==> config.mk <==
export PLATFORM = sky130hd
export DESIGN_NAME = mcsc_top
export DESIGN_NICKNAME = d
export VERILOG_FILES = /design/src/mcsc_pkg.sv /design/src/mcsc_tmr_if.sv /design/src/mcsc_xt_timer.sv /design/src/mcsc_usb_div.sv /design/src/mcsc_top.sv
export SDC_FILE = /design/constraint.sdc
export NUM_CORES = 1
export LEC_CHECK = 0
export BUFFER_PORTS_ARGS = -buffer_cell sky130_fd_sc_hd__buf_2
export CELL_PAD_IN_SITES_DETAIL_PLACEMENT = 1
export CELL_PAD_IN_SITES_GLOBAL_PLACEMENT = 2
export CORE_MARGIN = 2
export CORE_UTILIZATION = 30
export CTS_CLUSTER_DIAMETER = 150
export DETAILED_ROUTE_END_ITERATION = 6
export PLACE_DENSITY_LB_ADDON = 0.1
export SYNTH_ARGS = -nofsm -noshare
export SYNTH_HDL_FRONTEND = slang
export SYNTH_SLANG_ARGS = --single-unit
==> constraint.sdc <==
create_clock -name core_clk -period 1.7 [get_ports core_clk]
set_input_delay 0.17 -clock core_clk [delete_from_list [all_inputs] [get_ports core_clk]]
set_output_delay 0.17 -clock core_clk [all_outputs]
set_load 0.02 [all_outputs]
==> src/mcsc_pkg.sv <==
// package for the main clock source control block
// assumes one 50 MHz core clock; slow clock and dividers are enable pulses
package mcsc_pkg;
  // clock rates and times
  localparam int CLK_HZ = 50_000_000;
  localparam int CLK_PERIOD_NS = 20;
  localparam int SLOW_CLK_HZ = 32_768;
  localparam int SLOW_DIV = CLK_HZ / SLOW_CLK_HZ;
  localparam int SLOW_DIV_W = 11;
  localparam logic [SLOW_DIV_W-1:0] SLOW_DIV_LAST = SLOW_DIV_W'(SLOW_DIV - 1);
  localparam int XT_PRESCALE = 8;
  localparam logic [2:0] XT_PRESCALE_LAST = 3'(XT_PRESCALE - 1);
  localparam int RC_SETTLE_NS = 10_000;
  localparam int RC_SETTLE_CYC = (RC_SETTLE_NS + CLK_PERIOD_NS - 1) / CLK_PERIOD_NS;
  localparam int RC_SETTLE_W = 10;
  localparam logic [RC_SETTLE_W-1:0] RC_SETTLE_LOAD = RC_SETTLE_W'(RC_SETTLE_CYC);
  localparam int MEAS_W = 16;
  localparam int MEAS_WIN_W = 4;
  localparam logic [MEAS_WIN_W-1:0] MEAS_WIN_LAST = 4'hf;
  localparam logic [MEAS_W-1:0] MEAS_MAX = 16'hffff;

  // register byte addresses
  localparam logic [31:0] ADDR_OSC_CTRL = 32'h400e0420;
  localparam logic [31:0] ADDR_FREQ_METER = 32'h400e0424;
  localparam logic [31:0] ADDR_USB_CFG = 32'h400e0438;
  localparam logic [31:0] ADDR_STATUS = 32'h400e0468;
  localparam logic [31:0] ADDR_IRQ_MASK = 32'h400e046c;
  localparam logic [31:0] ADDR_WPROT = 32'h400e04e4;

  // main_osc_ctrl_reg fields
  localparam int B_XT_EN = 0;
  localparam int B_XT_BYPASS = 1;
  localparam int B_RC_EN = 3;
  localparam int RC_FREQ_LSB = 4;
  localparam int RC_FREQ_W = 3;
  localparam int XT_COUNT_LSB = 8;
  localparam int XT_COUNT_W = 8;
  localparam int B_SRC_SEL = 24;
  localparam logic [RC_FREQ_W-1:0] RC_FREQ_4MHZ = 3'h0;
  localparam logic [RC_FREQ_W-1:0] RC_FREQ_8MHZ = 3'h1;
  localparam logic [RC_FREQ_W-1:0] RC_FREQ_12MHZ = 3'h2;

  // status and mask bits
  localparam int B_XT_READY = 0;
  localparam int B_SW_DONE = 16;
  localparam int B_RC_READY = 17;
  localparam int B_MEAS_READY = 16;
  localparam int B_WRITE_PROTECT_ENABLE = 0;
  localparam int USB_DIV_LSB = 8;
  localparam int USB_DIV_W = 4;

  typedef enum logic [1:0] {
    MCSC_XT_OFF,
    MCSC_XT_START,
    MCSC_XT_READY
  } mcsc_xt_state_t;
endpackage : mcsc_pkg

==> src/mcsc_tmr_if.sv <==
// carrier between the control core and the crystal start-up timer
// assumes both ends run on the same core clock
`timescale 1ns/1ps
`default_nettype none
interface mcsc_tmr_if;
  logic slow_tick;
  logic start;
  logic stop;
  logic [7:0] load;
  logic done;
  modport ctrl (output slow_tick, output start, output stop, output load, input done);
  modport timer (input slow_tick, input start, input stop, input load, output done);
endinterface : mcsc_tmr_if
`default_nettype wire

==> src/mcsc_xt_timer.sv <==
// crystal start-up countdown on the slow clock divided by eight
// assumes slow_tick is a one-cycle enable from the core divider
`timescale 1ns/1ps
`default_nettype none
module mcsc_xt_timer
  import mcsc_pkg::*;
(
  // clock and reset
  input wire logic core_clk,
  input wire logic rst,
  // control side
  mcsc_tmr_if.timer tb
);
  typedef struct packed {
    logic [2:0] prescale;
    logic [XT_COUNT_W-1:0] cnt;
    logic busy;
    logic done;
  } mcsc_tmr_state_t;

  mcsc_tmr_state_t s;
  mcsc_tmr_state_t next_s;

  always_comb begin
    next_s = s;
    next_s.done = 1'b0;
    if (tb.stop) begin
      next_s.busy = 1'b0;
    end else if (tb.start) begin
      next_s.cnt = tb.load;
      next_s.prescale = 3'h0;
      next_s.busy = (tb.load != '0);
      next_s.done = (tb.load == '0);
    end else if (s.busy && tb.slow_tick) begin
      if (s.prescale == XT_PRESCALE_LAST) begin
        next_s.prescale = 3'h0;
        next_s.cnt = s.cnt - 8'h01;
        if (s.cnt == 8'h01) begin
          next_s.busy = 1'b0;
          next_s.done = 1'b1;
        end
      end else begin
        next_s.prescale = s.prescale + 3'h1;
      end
    end
  end

  always_ff @(posedge core_clk) begin
    if (rst) begin
      s <= '0;
    end else begin
      s <= next_s;
    end
  end

  assign tb.done = s.done;
endmodule : mcsc_xt_timer
`default_nettype wire

==> src/mcsc_usb_div.sv <==
// usb clock enable: one pulse every divider plus one input cycles
// assumes the core clock stands in for the divider's input clock
`timescale 1ns/1ps
`default_nettype none
module mcsc_usb_div
  import mcsc_pkg::*;
(
  // clock and reset
  input wire logic core_clk,
  input wire logic rst,
  // divider setting and output
  input wire logic [USB_DIV_W-1:0] div,
  output logic clk_en
);
  typedef struct packed {
    logic [USB_DIV_W-1:0] cnt;
    logic en;
  } mcsc_usb_state_t;

  mcsc_usb_state_t s;
  mcsc_usb_state_t next_s;

  always_comb begin
    next_s = s;
    // compare with >= so a smaller divider written mid-count takes effect at once
    if (s.cnt >= div) begin
      next_s.cnt = '0;
      next_s.en = 1'b1;
    end else begin
      next_s.cnt = s.cnt + 4'h1;
      next_s.en = 1'b0;
    end
  end

  always_ff @(posedge core_clk) begin
    if (rst) begin
      s <= '0;
    end else begin
      s <= next_s;
    end
  end

  assign clk_en = s.en;
endmodule : mcsc_usb_div
`default_nettype wire

==> src/mcsc_top.sv <==
// main clock source control: rc and crystal enables, start-up timing,
// glitch-free source selection, frequency meter, usb divider and registers
// assumes the analog oscillators and the clock mux cell sit outside and obey
// the enables and select driven here; oscillator ticks are core-synchronous
//
// Our own choice: strobed register access.
`timescale 1ns/1ps
`default_nettype none
// Notes on behaviour
// - after reset the rc oscillator runs at 4 MHz and drives the main clock
// - rc_osc_enable turns the rc oscillator on and off
// - rc_freq_select picks one of three rc frequencies
// - clearing xtal_osc_enable clears xtal_ready_flag at once
// - enabling the crystal without bypass sets oscillator pin mode and starts the slow/8 countdown
// - the start-up count is an 8-bit field, about 62 ms at most
// - countdown reaching zero sets xtal_ready_flag
// - xtal_ready_flag raises the interrupt when its mask bit is set
// - a bypassable crystal oscillator is the second main clock source
// - main_src_select chooses the main clock source without glitches
// - main_src_switch_done in status reports a finished switch
// - main_src_switch_done raises the interrupt when its mask bit is set
// - rc is the default source and is selected again on wait mode entry
// - the frequency meter counts the selected main clock only
// - usb configuration writes are ignored while write_protect_enable is set
// - the usb clock is the input clock divided by usb_divider plus one
module mcsc_top
  import mcsc_pkg::*;
(
  // clock and reset
  input wire logic core_clk,
  input wire logic rst,
  // register port
  input wire logic [31:0] reg_addr,
  input wire logic [31:0] reg_wdata,
  input wire logic reg_wr,
  input wire logic reg_rd,
  output logic [31:0] reg_rdata,
  // system events and oscillator ticks
  input wire logic wait_mode_enter,
  input wire logic rc_clk_tick,
  input wire logic xtal_clk_tick,
  // oscillator controls
  output logic rc_osc_en,
  output logic [RC_FREQ_W-1:0] rc_freq_sel,
  output logic xtal_osc_en,
  output logic xtal_bypass,
  output logic xtal_pins_osc_mode,
  output logic main_clk_sel,
  // interrupt and usb clock
  output logic irq,
  output logic usb_clk_en
);
  typedef struct packed {
    logic rc_en;
    logic [RC_FREQ_W-1:0] rc_freq;
    logic xt_en;
    logic xt_bypass;
    logic [XT_COUNT_W-1:0] xt_count;
    logic src_req;
    logic src_eff;
    mcsc_xt_state_t xt_state;
    logic pins_osc;
    logic [RC_SETTLE_W-1:0] rc_settle;
    logic rc_ready;
    logic mask_xt;
    logic mask_sw;
    logic mask_rc;
    logic write_protect_enable;
    logic [USB_DIV_W-1:0] usb_div;
    logic [SLOW_DIV_W-1:0] slow_div;
    logic slow_tick;
    logic [MEAS_WIN_W-1:0] meas_win;
    logic [MEAS_W-1:0] meas_cnt;
    logic [MEAS_W-1:0] meas_val;
    logic meas_rdy;
    logic tmr_start;
    logic tmr_stop;
    logic [XT_COUNT_W-1:0] tmr_load;
    logic [31:0] rdata;
    logic irq;
  } mcsc_state_t;

  mcsc_state_t s;
  mcsc_state_t next_s;
  mcsc_tmr_if tmr ();

  logic wr_ctrl;
  logic xt_ready;
  logic sw_done;
  logic rc_restart;
  logic sel_tick;
  logic [RC_FREQ_W-1:0] wr_freq;
  logic [31:0] status_word;

  assign xt_ready = (s.xt_state == MCSC_XT_READY);
  assign sw_done = (s.src_eff == s.src_req);
  assign wr_ctrl = reg_wr && (reg_addr == ADDR_OSC_CTRL);
  assign wr_freq = reg_wdata[RC_FREQ_LSB +: RC_FREQ_W];
  // the meter sees only the tick of whichever source the mux passes
  assign sel_tick = s.src_eff ? xtal_clk_tick : rc_clk_tick;

  always_comb begin
    status_word = 32'h0;
    status_word[B_XT_READY] = xt_ready;
    status_word[B_SW_DONE] = sw_done;
    status_word[B_RC_READY] = s.rc_ready;
  end

  always_comb begin
    next_s = s;
    next_s.tmr_start = 1'b0;
    next_s.tmr_stop = 1'b0;
    rc_restart = 1'b0;

    // slow clock enable from the core clock
    if (s.slow_div == SLOW_DIV_LAST) begin
      next_s.slow_div = '0;
      next_s.slow_tick = 1'b1;
    end else begin
      next_s.slow_div = s.slow_div + 11'h001;
      next_s.slow_tick = 1'b0;
    end

    // start-up done; a disabling write below still wins
    if (tmr.done && (s.xt_state == MCSC_XT_START)) begin
      next_s.xt_state = MCSC_XT_READY;
    end

    // oscillator control register
    if (wr_ctrl) begin
      next_s.rc_en = reg_wdata[B_RC_EN];
      if (reg_wdata[B_RC_EN] && !s.rc_en) begin
        rc_restart = 1'b1;
      end
      // unknown codes are dropped; a change while rc is off is only stored
      if ((wr_freq <= RC_FREQ_12MHZ) && (wr_freq != s.rc_freq)) begin
        next_s.rc_freq = wr_freq;
        if (s.rc_en) begin
          rc_restart = 1'b1;
        end
      end
      next_s.xt_en = reg_wdata[B_XT_EN];
      next_s.xt_bypass = reg_wdata[B_XT_BYPASS];
      next_s.xt_count = reg_wdata[XT_COUNT_LSB +: XT_COUNT_W];
      next_s.src_req = reg_wdata[B_SRC_SEL];
      if (reg_wdata[B_XT_EN] && !s.xt_en) begin
        // bypass takes an external clock, so no start-up wait is run
        next_s.xt_state = MCSC_XT_START;
        next_s.pins_osc = !reg_wdata[B_XT_BYPASS];
        next_s.tmr_start = 1'b1;
        next_s.tmr_load = reg_wdata[B_XT_BYPASS] ? '0 :
          reg_wdata[XT_COUNT_LSB +: XT_COUNT_W];
      end else if (!reg_wdata[B_XT_EN]) begin
        next_s.xt_state = MCSC_XT_OFF;
        next_s.pins_osc = 1'b0;
        next_s.tmr_stop = 1'b1;
      end
    end

    // wait mode returns to the rc source
    if (wait_mode_enter) begin
      next_s.src_req = 1'b0;
      next_s.rc_en = 1'b1;
      if (!s.rc_en) begin
        rc_restart = 1'b1;
      end
    end

    // rc settling
    if (rc_restart) begin
      next_s.rc_settle = RC_SETTLE_LOAD;
      next_s.rc_ready = 1'b0;
    end else if (!next_s.rc_en) begin
      next_s.rc_settle = '0;
      next_s.rc_ready = 1'b0;
    end else if (s.rc_settle != '0) begin
      next_s.rc_settle = s.rc_settle - 10'h001;
    end else begin
      next_s.rc_ready = 1'b1;
    end

    // source switch: move only onto a valid source
    if (!sw_done) begin
      if (s.src_req ? xt_ready : s.rc_ready) begin
        next_s.src_eff = s.src_req;
      end
    end
    // a crystal lost while in use falls back to the rc oscillator once rc is ready
    if (s.src_eff && !xt_ready && s.rc_ready) begin
      next_s.src_eff = 1'b0;
    end

    // frequency meter over sixteen slow clock periods
    if (sel_tick && (s.meas_cnt != MEAS_MAX)) begin
      next_s.meas_cnt = s.meas_cnt + 16'h0001;
    end
    if (s.slow_tick) begin
      if (s.meas_win == MEAS_WIN_LAST) begin
        next_s.meas_win = '0;
        next_s.meas_val = s.meas_cnt;
        next_s.meas_rdy = 1'b1;
        next_s.meas_cnt = '0;
      end else begin
        next_s.meas_win = s.meas_win + 4'h1;
      end
    end

    // remaining writable registers
    if (reg_wr && (reg_addr == ADDR_IRQ_MASK)) begin
      next_s.mask_xt = reg_wdata[B_XT_READY];
      next_s.mask_sw = reg_wdata[B_SW_DONE];
      next_s.mask_rc = reg_wdata[B_RC_READY];
    end
    if (reg_wr && (reg_addr == ADDR_WPROT)) begin
      next_s.write_protect_enable = reg_wdata[B_WRITE_PROTECT_ENABLE];
    end
    if (reg_wr && (reg_addr == ADDR_USB_CFG) && !s.write_protect_enable) begin
      next_s.usb_div = reg_wdata[USB_DIV_LSB +: USB_DIV_W];
    end

    // read data stands one cycle after the strobe, zero otherwise
    next_s.rdata = 32'h0;
    if (reg_rd) begin
      case (reg_addr)
        ADDR_OSC_CTRL: begin
          next_s.rdata[B_XT_EN] = s.xt_en;
          next_s.rdata[B_XT_BYPASS] = s.xt_bypass;
          next_s.rdata[B_RC_EN] = s.rc_en;
          next_s.rdata[RC_FREQ_LSB +: RC_FREQ_W] = s.rc_freq;
          next_s.rdata[XT_COUNT_LSB +: XT_COUNT_W] = s.xt_count;
          next_s.rdata[B_SRC_SEL] = s.src_req;
        end
        ADDR_FREQ_METER: begin
          next_s.rdata[MEAS_W-1:0] = s.meas_val;
          next_s.rdata[B_MEAS_READY] = s.meas_rdy;
        end
        ADDR_USB_CFG: begin
          next_s.rdata[USB_DIV_LSB +: USB_DIV_W] = s.usb_div;
        end
        ADDR_STATUS: begin
          next_s.rdata = status_word;
        end
        ADDR_IRQ_MASK: begin
          next_s.rdata[B_XT_READY] = s.mask_xt;
          next_s.rdata[B_SW_DONE] = s.mask_sw;
          next_s.rdata[B_RC_READY] = s.mask_rc;
        end
        ADDR_WPROT: begin
          next_s.rdata[B_WRITE_PROTECT_ENABLE] = s.write_protect_enable;
        end
        default: begin
          next_s.rdata = 32'h0;
        end
      endcase
    end

    // level interrupt from masked status levels
    next_s.irq = (xt_ready && s.mask_xt) ||
      (sw_done && s.mask_sw) ||
      (s.rc_ready && s.mask_rc);
  end

  always_ff @(posedge core_clk) begin
    if (rst) begin
      s <= '0;
      s.rc_en <= 1'b1;
      s.rc_freq <= RC_FREQ_4MHZ;
      s.rc_ready <= 1'b1;
      s.src_req <= 1'b0;
      s.src_eff <= 1'b0;
      s.xt_state <= MCSC_XT_OFF;
    end else begin
      s <= next_s;
    end
  end

  assign tmr.slow_tick = s.slow_tick;
  assign tmr.start = s.tmr_start;
  assign tmr.stop = s.tmr_stop;
  assign tmr.load = s.tmr_load;

  mcsc_xt_timer u_timer (
    .core_clk(core_clk),
    .rst(rst),
    .tb(tmr.timer)
  );

  mcsc_usb_div u_usb_div (
    .core_clk(core_clk),
    .rst(rst),
    .div(s.usb_div),
    .clk_en(usb_clk_en)
  );

  assign reg_rdata = s.rdata;
  assign rc_osc_en = s.rc_en;
  assign rc_freq_sel = s.rc_freq;
  assign xtal_osc_en = s.xt_en;
  assign xtal_bypass = s.xt_bypass;
  assign xtal_pins_osc_mode = s.pins_osc;
  assign main_clk_sel = s.src_eff;
  assign irq = s.irq;
endmodule : mcsc_top
`default_nettype wire

==> summary.json <==
{
  "setup_path": {
    "buffers_plus_inverters_on_the_worst_setup_path": 1,
    "rr_worst_depth": 6,
    "timing.critical_path.arrival_ns": 2.07,
    "worstSetupPathDepth": 6,
    "timing.critical_path.to_type": "flip-flop",
    "crit_path_top_delay_cell": "sky130_fd_sc_hd__or4_4",
    "timing.critical_path.from_type": "flip-flop",
    "slowest_delay_ns": 0.52,
    "path_class": "reg -> reg",
    "crit_path_cell_trace": "nand4_4 -> or4_4 -> buf_8 -> o21ai_4 -> xor2_1 -> nor2_1",
    "crit_path_max_fanout": 7,
    "crit_required_ns": 2.01,
    "crit_family": "simple AND/OR/NAND/NOR gates"
  },
  "global_routing": {
    "grt.met2_usage_pct": 31.46,
    "globalRoute.busiestLayer": "met2",
    "grtUsageMet3_pct": 3.580,
    "first_global_vias": 5926,
    "grt_use_met1_pct": 21.55,
    "grt_start_max_net_pins": 75,
    "track_usage_pct": 17.74,
    "grt_pass1_wl_mm": 30.43,
    "overflow": 0,
    "antenna_found_initial": 0
  },
  "cells_and_area": {
    "design.final.nets": 933,
    "regArea_um2": 2720,
    "final_layout_size_suffix_gt1_share_pct": 30.47,
    "n_fill_cell": 2384,
    "num_antenna_cells": 0,
    "finalNonFillerCells": 1130,
    "synthToLayoutAreaGrowth_pct": 31.78,
    "multi_input_area_um2": 3317
  },
  "synthesis": {
    "syn_avg_cell_area_um2": 8.824,
    "dominant_cell_type_by_area_after_synthesis": "sky130_fd_sc_hd__dfxtp_1",
    "synth.top_cells.by_area": "sky130_fd_sc_hd__dfxtp_1 (43%), sky130_fd_sc_hd__nand2_1 (5.1%), sky130_fd_sc_hd__nor2_1 (5.1%), sky130_fd_sc_hd__buf_4 (4.5%), sky130_fd_sc_hd__mux2i_1 (3.9%)",
    "ys.flop_type": "sky130_fd_sc_hd__dfxtp_1",
    "syn-cell-area_um2": 6221,
    "yosys.cell_count.top_type": "sky130_fd_sc_hd__dfxtp_1",
    "synth_edf_count": 0,
    "yosys_warnings": 0,
    "ys_types": 65,
    "synth_seq_cells": 135,
    "synthDominantCellAreaShare_pct": 43.44,
    "synth-seq-area-share_pct": 43.44,
    "ys_async_sr_fraction_pct": 0,
    "syn_inst": 705,
    "top_cells_by_instance_count_after_synthesis": "sky130_fd_sc_hd__dfxtp_1 (135), sky130_fd_sc_hd__nand2_1 (85), sky130_fd_sc_hd__nor2_1 (84)"
  },
  "clock_network": {
    "clk_root_buffer_cell": "sky130_fd_sc_hd__clkbuf_16",
    "h-tree-depth": 4,
    "worst_skew_pair.late_latency_ns": 0.42,
    "path_clk_slew_ns": 0.06,
    "clock_sinks": 135,
    "tritoncts.num_buffers": 17,
    "clockBufferDepth": 2,
    "cts_tree": "done"
  },
  "run": {
    "timing.max_cap.violations": 0
  },
  "routing": {
    "final_antenna_net_count": 0,
    "detail_route.iter0.violations": 189,
    "wirelength_mm": 18.82,
    "vias": 5506,
    "drc_errors": 0,
    "routed_wire_length_per_instance_um": 16.66,
    "route.detailed.vias_per_inst": 4.873,
    "firstDrtPassIters": 4
  },
  "placement": {
    "dp.final_hpwl_mm": 14.39,
    "dpl_worst_slack_ns": -0.2669,
    "placed_instances": 1084,
    "routabilityCongestion": 0.8042,
    "port_buffers": 84
  },
  "floorplan": {
    "die_area_um2": 21900,
    "die_w_um": 148,
    "placeableCoreArea_um2": 20300,
    "top_level_pins": 113,
    "die_height_um": 148,
    "floorplan.initialDensity_pct": 30.65,
    "rows": 52
  },
  "worst_hold_path": {
    "hold_class": "in -> reg",
    "hold_path_depth": 3
  },
  "sta": {
    "final.setup.worst_slack_ns": -0.05633,
    "relSlewSlack_pct": 64.22,
    "hold_viol_final": 0,
    "fin_skew_ns": 0.01237,
    "grt_setup_unrepaired": "true",
    "final.hold.worst_slack_ns": 0.03677,
    "min_period_ns": 1.756,
    "finalCritPeriodShare_pct": 103.3,
    "totalNegativeSetupSlack_ns": -0.3576,
    "finalMaxSlewViolations": 0,
    "max_slew.worst_pin.slew_ns": 0.5326,
    "report.final.setup_viol": 11,
    "achievable_freq_mhz": 569.4
  },
  "power_and_ir_drop": {
    "power_density_nw_per_um2": 1026,
    "peakVddDrop_v": 0.0007963,
    "static-leakage-power_uw": 0.003259
  },
  "status": {
    "outcome": "finished with violations",
    "failed_checks": "negative setup slack"
  }
}
[final timing paths]
path	start	to	slack, ns
max reg2reg	s[63]$_SDFF_PP0_	s[60]$_SDFF_PP0_	-0.06
min reg2reg	s[46]$_SDFFE_PP0P_	reg_rdata[2]$_SDFF_PP0_	0.45
min	reg_wdata[8]	s[116]$_SDFFE_PP0P_	0.04
max	s[63]$_SDFF_PP0_	s[60]$_SDFF_PP0_	-0.06
[tightest hold or removal path: stages]
cell and delay, ns:
sky130_fd_sc_hd__buf_2 0.12, sky130_fd_sc_hd__nand2_1 0.05, sky130_fd_sc_hd__a21oi_1 0.05
[placed cells by master (no fill, tap or decap), drive strengths merged, types with 12 or more instances in the layout]
cell / count
a21oi: 46
a22o: 14
buf: 167
clkbuf: 20
conb: 13
dfxtp: 135
ha: 15
inv: 22
mux2i: 24
nand2: 86
nand3: 22
nor2: 85
nor2b: 12
nor3: 15
nor4: 15
o21ai: 24
xnor2: 13
xor2: 18
[power by group]
group,leakage [µW],switching [µW],internal (µW)
registers,0.00110,112,3290
logic,0.00187,581,491
clock network,0.000296,1490,2450
total,0.00326,2180,6230
[stage by stage]
| step | power [µW] | util (%) | area [µm²] |
|---|---|---|---|
| final | 8407 | 40.38 | 8198 |
| after global routing | 8768 | 40.38 | 8198 |
| after detailed placement | 4497 | 35.70 | 7247 |
| after global placement | 4438 | 35.70 | 7247 |
| after CTS | 8470 | 39.63 | 8045 |
| after floorplan | 4111 | - | 6307 |
[flip-flops by register name, summed over array words and instances, names as in the netlist, 3 cells and up]
signal	flops
s	78
reg_rdata	19
u_timer.s	12
tmr.load	8
u_usb_div.s	4
rc_freq_sel	3
[cells by family (layout without fill, tap and decap cells)]
logic type	Yosys count	count (layout)	share of synthesized area, %
muxes	25	25	4.043
adders and majority gates	15	15	3.017
DFF	135	135	43.44
other	1	13	0.06028
AOI/OAI and AO/OA	124	125	13.35
xor gates and xnor gates	31	31	4.364
buffers and inverters	79	221	7.260
and+or+nand+nor	295	295	24.46
[metal layers]
layer,share of wire (%),up-vias,wire length [µm]
met3,3.8,17,717
met1,45,2671,8517
met4,1.4,0,265
met2,50,111,9321
li1,-,2707,-
met5,0,-,0
[what timing repair did]
item | CTS | global route
gates cloned | 1 | 0
resized for setup | 24 | 35
buffers inserted | 5 | 5
setup endpoints to repair | 28 | 39
pin swaps | 20 | 23
endpoints found under the hold margin | 3 | 0
hold buffers | 3 | 0
[area by class of cell]
cell class,instances,area share [%]
Clock buffer,20,5.693
Clock inverter,12,1.999
Sequential cell,135,33.18
Timing Repair Buffer,170,13.68
Tap cell,270,4.121
Multi-Input combinational cell,504,40.46
Inverter,19,0.8700
Note: power is estimated with default switching activity, not from simulation.
